<file path="src/hdl/printer_port_pkg.sv">
/*
 * Constants and carrier types for the bidirectional printer port.
 * Assumes a 32-bit classic Wishbone register bus with word-aligned registers.
 */
package printer_port_pkg;

   // -----------------------------------------------------------------
   // Register map
   // -----------------------------------------------------------------
   localparam logic [1:0] idx_data    = 2'h0;
   localparam logic [1:0] idx_status  = 2'h1;
   localparam logic [1:0] idx_control = 2'h2;
   localparam logic [1:0] idx_irq_st  = 2'h3;
   localparam logic [2:0] idx_irq_msk = 3'h4;
   localparam int         addr_lsb    = 2;

   // -----------------------------------------------------------------
   // Field positions
   // -----------------------------------------------------------------
   localparam int ctl_strobe    = 0;
   localparam int ctl_linefeed  = 1;
   localparam int ctl_init      = 2;
   localparam int ctl_select_in = 3;
   localparam int ctl_irq_en    = 4;
   localparam int ctl_dir       = 5;
   localparam logic [7:0] ctl_writable = 8'h3f;

   localparam logic [1:0] status_reserved = 2'h3;

   // -----------------------------------------------------------------
   // Reset values
   // -----------------------------------------------------------------
   localparam logic [7:0] data_reset    = 8'h00;
   localparam logic [7:0] control_reset = 8'h00;
   localparam logic [0:0] irq_st_reset  = 1'h0;
   localparam logic [0:0] irq_msk_reset = 1'h0;

   // -----------------------------------------------------------------
   // Carrier types
   // -----------------------------------------------------------------
   typedef struct packed {
      logic fault;
      logic selected;
      logic paper_out;
      logic ack;
      logic occupied;
   } printer_in_t;

   // Idle connector levels: every status input low except the active-low acknowledge.
   localparam printer_in_t pins_idle = 5'h02;

   typedef struct packed {
      logic strobe;
      logic linefeed;
      logic init;
      logic select_in;
   } printer_ctl_t;

endpackage

</file>
<file path="src/hdl/printer_port.sv">
/*
 * Bidirectional printer port: data, status and control registers on a
 * classic Wishbone slave, the printer connector pins, and an interrupt.
 * Assumes printer inputs and the mode pin are asynchronous to mclk; the
 * connector's data and interrupt wires are resolved from the enables outside.
 */
// Design decision made here: register access over Wishbone.
`timescale 1ns/100ps
`default_nettype none

module printer_port
(
   input  wire  logic                          mclk,
   input  wire  logic                          rstn,
   input  wire  logic                          wb_cyc_i,
   input  wire  logic                          wb_stb_i,
   input  wire  logic                          wb_we_i,
   input  wire  logic [3:0]                    wb_sel_i,
   input  wire  logic [31:0]                   wb_adr_i,
   input  wire  logic [31:0]                   wb_dat_i,
   output var   logic [31:0]                   wb_dat_o,
   output var   logic                          wb_ack_o,
   input  wire  logic                          enhancement_mode_pin,
   input  wire  logic [7:0]                    printer_data_lines_i,
   output var   logic [7:0]                    printer_data_lines_o,
   output var   logic                          printer_data_lines_oe,
   input  wire  printer_port_pkg::printer_in_t printer_in,
   output var   printer_port_pkg::printer_ctl_t printer_ctl,
   output var   logic                          printer_irq_line_o,
   output var   logic                          printer_irq_line_oe,
   output var   logic                          irq
);

   // -----------------------------------------------------------------
   // Input synchronisers
   // -----------------------------------------------------------------
   // The mode pin and every connector input are asynchronous to mclk, so each
   // passes two flip-flops before any logic looks at it. Only the second stage
   // is ever read.
   logic mode_sync1;
   logic mode_sync2;

   always_ff @(posedge mclk or negedge rstn)
   begin
      if (!rstn)
      begin
         mode_sync1 <= 1'b0;
         mode_sync2 <= 1'b0;
      end
      else
      begin
         mode_sync1 <= enhancement_mode_pin;
         mode_sync2 <= mode_sync1;
      end
   end

   // The data lines are sampled bit by bit; a byte read while the far side
   // changes them can mix old and new bits, so software should read twice.
   logic [7:0] data_sync1;
   logic [7:0] data_sync2;

   always_ff @(posedge mclk or negedge rstn)
   begin
      if (!rstn)
      begin
         data_sync1 <= 8'h00;
         data_sync2 <= 8'h00;
      end
      else
      begin
         data_sync1 <= printer_data_lines_i;
         data_sync2 <= data_sync1;
      end
   end

   // The status pins reset to their idle levels, so that the acknowledge
   // edge detector sees no false trailing edge while the stages fill.
   printer_port_pkg::printer_in_t pins_sync1;
   printer_port_pkg::printer_in_t pins_sync2;

   always_ff @(posedge mclk or negedge rstn)
   begin
      if (!rstn)
      begin
         pins_sync1 <= printer_port_pkg::pins_idle;
         pins_sync2 <= printer_port_pkg::pins_idle;
      end
      else
      begin
         pins_sync1 <= printer_in;
         pins_sync2 <= pins_sync1;
      end
   end

   logic                          mode_enh;
   logic [7:0]                    pins_data;
   printer_port_pkg::printer_in_t pins;
   assign mode_enh  = mode_sync2;
   assign pins_data = data_sync2;
   assign pins      = pins_sync2;

   // -----------------------------------------------------------------
   // Bus decode
   // -----------------------------------------------------------------
   // Only byte lane 0 carries a register; a write with sel[0] low is
   // acknowledged and dropped, so a wide master never stalls here.
   logic [29:0] word_idx;
   logic        req;
   logic        wr_lane0;
   logic        rd_take;
   logic        hit_data;
   logic        hit_status;
   logic        hit_control;
   logic        hit_irq_st;
   logic        hit_irq_msk;
   assign word_idx    = wb_adr_i[31:printer_port_pkg::addr_lsb];
   assign req         = wb_cyc_i & wb_stb_i & ~wb_ack_o;
   assign wr_lane0    = req & wb_we_i & wb_sel_i[0];
   assign rd_take     = req & ~wb_we_i;
   assign hit_data    = word_idx == 30'(printer_port_pkg::idx_data);
   assign hit_status  = word_idx == 30'(printer_port_pkg::idx_status);
   assign hit_control = word_idx == 30'(printer_port_pkg::idx_control);
   assign hit_irq_st  = word_idx == 30'(printer_port_pkg::idx_irq_st);
   assign hit_irq_msk = word_idx == 30'(printer_port_pkg::idx_irq_msk);

   // -----------------------------------------------------------------
   // Registers
   // -----------------------------------------------------------------
   logic [7:0] data_out;
   logic [7:0] control;
   logic       dir_input;
   assign dir_input = mode_enh & control[printer_port_pkg::ctl_dir];

   // Writes latch in every mode; only the driver and the readback depend on direction.
   always_ff @(posedge mclk or negedge rstn)
   begin
      if (!rstn)
         data_out <= printer_port_pkg::data_reset;
      else if (wr_lane0 && hit_data)
         data_out <= wb_dat_i[7:0];
   end

   always_ff @(posedge mclk or negedge rstn)
   begin
      if (!rstn)
         control <= printer_port_pkg::control_reset;
      else if (wr_lane0 && hit_control)
         control <= wb_dat_i[7:0] & printer_port_pkg::ctl_writable;
   end

   // -----------------------------------------------------------------
   // Acknowledge pending flag (active low when stored)
   // -----------------------------------------------------------------
   logic ack_prev;
   logic ack_fall;
   logic pending_n;
   logic status_read;
   always_ff @(posedge mclk or negedge rstn)
   begin
      if (!rstn)
         ack_prev <= 1'b1;
      else
         ack_prev <= pins.ack;
   end
   // The acknowledge input is active low; the trailing edge is a rise.
   assign ack_fall    = pins.ack & ~ack_prev;
   assign status_read = rd_take & hit_status;

   // A trailing edge in the cycle of a status read wins, so no event is lost.
   always_ff @(posedge mclk or negedge rstn)
   begin
      if (!rstn)
         pending_n <= 1'b1;
      else if (ack_fall && control[printer_port_pkg::ctl_irq_en])
         pending_n <= 1'b0;
      else if (status_read)
         pending_n <= 1'b1;
   end

   // -----------------------------------------------------------------
   // Sticky interrupt status and mask
   // -----------------------------------------------------------------
   // The sticky bit keeps an acknowledge visible to the mask and the level
   // interrupt even after a status read has re-armed the pending flag.
   logic irq_st;
   logic irq_msk;
   logic irq_event;
   assign irq_event = ack_fall & control[printer_port_pkg::ctl_irq_en];

   always_ff @(posedge mclk or negedge rstn)
   begin
      if (!rstn)
         irq_st <= printer_port_pkg::irq_st_reset;
      else if (irq_event)
         irq_st <= 1'b1;
      else if (rd_take && hit_irq_st)
         irq_st <= 1'b0;
   end

   always_ff @(posedge mclk or negedge rstn)
   begin
      if (!rstn)
         irq_msk <= printer_port_pkg::irq_msk_reset;
      else if (wr_lane0 && hit_irq_msk)
         irq_msk <= wb_dat_i[0];
   end

   // -----------------------------------------------------------------
   // Read mux and acknowledge
   // -----------------------------------------------------------------
   logic [7:0] status_val;
   logic [7:0] data_val;
   logic [7:0] next_rd;
   assign status_val = {pins.occupied, pins.ack, pins.paper_out, pins.selected,
                        pins.fault, pending_n, printer_port_pkg::status_reserved};
   assign data_val   = dir_input ? pins_data : data_out;

   always_comb
   begin
      next_rd = 8'h00;
      if (hit_data)
         next_rd = data_val;
      else if (hit_status)
         next_rd = status_val;
      else if (hit_control)
         next_rd = control;
      else if (hit_irq_st)
         next_rd = {7'h00, irq_st};
      else if (hit_irq_msk)
         next_rd = {7'h00, irq_msk};
   end

   // Unmapped addresses are acknowledged and read zero, so no master hangs.
   always_ff @(posedge mclk or negedge rstn)
   begin
      if (!rstn)
         wb_ack_o <= 1'b0;
      else
         wb_ack_o <= req;
   end

   // Read data holds until the next read is taken, so a master that samples
   // it late still sees the value it asked for.
   always_ff @(posedge mclk or negedge rstn)
   begin
      if (!rstn)
         wb_dat_o <= 32'h0000_0000;
      else if (rd_take)
         wb_dat_o <= {24'h00_0000, next_rd};
   end

   // -----------------------------------------------------------------
   // Connector outputs
   // -----------------------------------------------------------------
   // Each connector output has its own register, so every pin follows the
   // register bit behind it one mclk edge later and never glitches.
   always_ff @(posedge mclk or negedge rstn)
   begin
      if (!rstn)
         printer_data_lines_o <= 8'h00;
      else
         printer_data_lines_o <= data_out;
   end

   always_ff @(posedge mclk or negedge rstn)
   begin
      if (!rstn)
         printer_data_lines_oe <= 1'b0;
      else
         printer_data_lines_oe <= ~dir_input;
   end

   always_ff @(posedge mclk or negedge rstn)
   begin
      if (!rstn)
         printer_ctl <= 4'h0;
      else
      begin
         printer_ctl.strobe    <= control[printer_port_pkg::ctl_strobe];
         printer_ctl.linefeed  <= control[printer_port_pkg::ctl_linefeed];
         printer_ctl.select_in <= control[printer_port_pkg::ctl_select_in];
         printer_ctl.init      <= ~control[printer_port_pkg::ctl_init];
      end
   end

   always_ff @(posedge mclk or negedge rstn)
   begin
      if (!rstn)
         printer_irq_line_o <= 1'b0;
      else
         printer_irq_line_o <= ~pending_n;
   end

   // The line itself floats while interrupts are disabled; the pad outside
   // resolves it from this enable.
   always_ff @(posedge mclk or negedge rstn)
   begin
      if (!rstn)
         printer_irq_line_oe <= 1'b0;
      else
         printer_irq_line_oe <= control[printer_port_pkg::ctl_irq_en];
   end

   always_ff @(posedge mclk or negedge rstn)
   begin
      if (!rstn)
         irq <= 1'b0;
      else
         irq <= irq_st & irq_msk;
   end

endmodule // printer_port

`default_nettype wire

</file>
<file path="config.mk">
export PLATFORM = sky130hd
export DESIGN_NAME = printer_port
export DESIGN_NICKNAME = d
export VERILOG_FILES = /design/src/hdl/printer_port_pkg.sv /design/src/hdl/printer_port.sv
export SDC_FILE = /design/constraint.sdc
export NUM_CORES = 1
export LEC_CHECK = 0
export BUFFER_PORTS_ARGS = -buffer_cell sky130_fd_sc_hd__buf_2
export CORE_MARGIN = 1
export CORE_UTILIZATION = 51
export CTS_BUF_LIST = sky130_fd_sc_hd__clkbuf_2
export DETAILED_ROUTE_END_ITERATION = 16
export PLACE_DENSITY = 0.88
export REMOVE_ABC_BUFFERS = 1
export SLEW_MARGIN = 0
export SYNTH_ARGS = -nofsm -noshare
export SYNTH_HDL_FRONTEND = slang
export SYNTH_SLANG_ARGS = --single-unit
</file>
<file path="constraint.sdc">
create_clock -name mclk -period 2.8 [get_ports mclk]
set_input_delay 0.14 -clock mclk [delete_from_list [all_inputs] [get_ports mclk]]
set_output_delay 0.14 -clock mclk [all_outputs]
set_load 0.1 [all_outputs]
</file>
==> flow_metrics.py <==
metrics = {
    "routing": {
        "wl_mm": 5.64,
        "drt-initial-drc-count": 176,
        "detail_route.first_pass.iterations": 4,
        "drc": 0,
        "wire_per_inst_um": 14.1,
        "vias": 2011,
        "vias_per_cell": 5.04,
        "ant_nets": 0,
    },
    "setup_path": {
        "slowest_delay_ns": 0.49,
        "worstSetupStartpointType": "register",
        "timing.rr.start": "wb_ack_o",
        "arrival_ns": 2.27,
        "cp_slowest_cell": "nor4_4",
        "endpoint_kind": "register",
        "worst-setup-path-type": "register to register",
        "cp_max_fo": 6,
        "reg2reg_depth": 4,
        "worstPathRequired_ns": 3.18,
        "path_cells": "and3b_1 -> nand3_1 -> nor4_4 -> mux2_2",
        "reg2reg_setup_slack_ns": 0.90,
        "reg2reg_to": "control[4]",
    },
    "logic_synthesis": {
        "synth_xor_area_share_pct": 0,
        "synth.area.top_cells": "dfrtp_1 61%, mux2_2 8.2%, buf_4 6.5%",
        "synth_seq_cells": 71,
        "synth_compound_area_share_pct": 6.49,
        "yosys.area_share.simple_pct": 11.7,
        "synthArstFlopShare_pct": 100,
        "synth_edf_count": 0,
        "synth_common_cells": "67 x dfrtp_1, 24 x buf_4, 20 x mux2_2",
        "synth_cell_types": 36,
        "synth_top_family_by_area": "simple AND/OR/NAND/NOR gates",
        "synth_area_mm2": 0.00276,
        "post_synth_mux_area_share_pct": 8.54,
        "synth_warnings": 0,
        "syn_avg_cell_area_um2": 13.2,
        "yosys.area.top_type": "dfrtp_1",
        "syn_inst": 209,
        "ys_seq_area_share_pct": 64.7,
        "synthFlopType": "dfrtp_1",
        "synth_most_common_cell": "dfrtp_1",
        "synthAdderAreaFrac_pct": 0,
        "synth_top_area_share_pct": 60.9,
    },
    "floorplanning": {
        "die-area_mm2": 0.00570,
        "num_rows": 26,
        "initial_utilization_pct": 53.6,
        "pin_count": 136,
        "die_y_um": 75.5,
        "die_w_um": 75.5,
        "core_mm2": 0.00514,
    },
    "layout": {
        "area_growth_pct": 29.7,
        "layout-drive-gt1-share_pct": 39.8,
        "post-route-util_pct": 69.5,
        "fillers": 385,
        "finalNetCount": 411,
        "antenna_cells": 0,
    },
    "timing": {
        "drv_slew": 0,
        "setup_viol": 0,
        "period_share_pct": 67.7,
        "rsz0062_at_grt": "false",
        "tightest_slew_ns": 0.976,
        "finClkSkew_ns": 0.0350,
        "relSlewSlack_pct": 34.9,
        "hold_violations": 0,
        "clock.fmax_mhz": 527,
        "period_needed_ns": 1.90,
        "finalSetupTns_ns": 0,
        "timing.hold.ws_ns": 0.0495,
    },
    "clock_tree": {
        "post_cts_buffers": 0,
        "cts_buffers": 9,
        "clock_path_buffers": 2,
        "clockRootBuffer": "clkbuf_2",
        "clk-insertion-delay-late_ns": 0.50,
        "cts_tree": "yes",
        "post_cts_resize_count": 0,
        "cts_max_level": 3,
        "cts_sinks": 71,
        "clk_pin_slew_ns": 0.19,
        "cts_hold_buf": 25,
    },
    "status": {
        "status": "finished, final reports clean",
    },
    "grt": {
        "grt_pass1_vias": 1806,
        "grt_remaining_overflow": 0,
        "track_usage_pct": 21.6,
        "grt_max_degree": 49,
        "antenna_found_initial": 0,
        "grt_pass1_wl_mm": 8.51,
    },
    "worst_hold_path": {
        "min_to": "irq_st",
        "hold_start": "wb_adr_i[3]",
        "hp-class": "input port to register",
        "hold_depth": 3,
    },
    "place": {
        "dp_hpwl_mm": 3.84,
        "gp_congestion": 0.833,
        "io_buffers": 82,
    },
    "power": {
        "totalPowerFinal_uw": 2040,
        "power.density_mw_per_mm2": 571,
        "p_leak_uw": 0.00183,
        "vdd_drop_max_mv": 0.342,
    },
    "flow_run": {
        "cap_violations": 0,
    },
}
## cell families (layout without fill, tap and decap cells)
logic type             Yosys count  count (layout)
DFF                             71              71
and+or+nand+nor                 52              52
buffers and inverters           38             135
AOI/OAI and AO/OA               26              26
muxes                           21              21
other                            1              24
## stage by stage
| step | setup WS, ns | instance area [µm²] | std cells |
|---|---|---|---|
| 2_1_floorplan | 0.600 | 2640 | 202 |
| 5_1_grt | 0.825 | 3570 | 399 |
| 4_1_cts | 0.917 | 3570 | 399 |
| 6_report | 0.903 | 3570 | 399 |
| 3_5_place_dp | 0.507 | 3170 | 358 |
| 3_3_place_gp | 0.577 | 3170 | 358 |
## flip-flops by register name, indices dropped and copies added (netlist names), 4 cells and up
register and cells:
data_out 8, data_sync1 8, data_sync2 8, printer_data_lines_o 8
wb_dat_o 8, control 6, pins 5, pins_sync1 5
printer_ctl 4
## critical path, delay by kind of cell (launching register included)
kind,cells,cell delay (ns)
multiplexers,1,0.40
flip-flops,1,0.42
AND/OR/NAND/NOR,3,0.95
## per-layer routing
metal  vias to the layer above  track usage [%]  routed length (µm)
met5                         -                0                   0
met4                         0             14.2                 162
met3                        16             6.08                 497
met2                       113             34.5                2790
met1                       963             25.6                2190
li1                        919                -                   -
## worst max-delay path by stage
stage | from | to | slack (ns) | cells past startpoint
after floorplan | wb_ack_o | data_out[0] | 0.60 | 4
after global placement | wb_adr_i[7] | control[0] | 0.58 | 5
after detailed placement | wb_adr_i[7] | control[0] | 0.51 | 5
after CTS | wb_ack_o | control[4] | 0.92 | 4
after global routing | wb_ack_o | control[4] | 0.83 | 4
final | wb_ack_o | control[4] | 0.90 | 4
## where the power goes
group          internal [µW]  switching [µW]
sequential              1050            7.97
combinational           60.3             201
clock                    380             342
total                   1490             550
## cell usage in the layout, fill, tap and decap left out, types with 4 or more instances in the layout
cell type      Yosys  layout
a21oi_1            5       5
buf_2              0      82
buf_4             24       4
clkbuf_2           0       9
conb_1             1      24
dfrtp_1           67      67
dfstp_2            4       4
dlygate4sd3_1      0      25
inv_1              8       8
mux2_2            20      20
nand2_1           13      13
nand3_1            6       6
nand4_1            5       5
nor2_1             6       6
nor4_1             7       7
o21ai_0            5       5
o31ai_1            5       5
## area by class of cell
class,instances,area [µm²],area share [%]
clock inverter,7,110,3.08
inverter,8,30.0,0.841
sequential,71,1780,49.9
clock buffer,9,45.0,1.26
timing repair buffer,111,691,19.3
tap,70,87.6,2.45
multi-input combinational,123,827,23.2
Power figures use the tool's default switching activity.
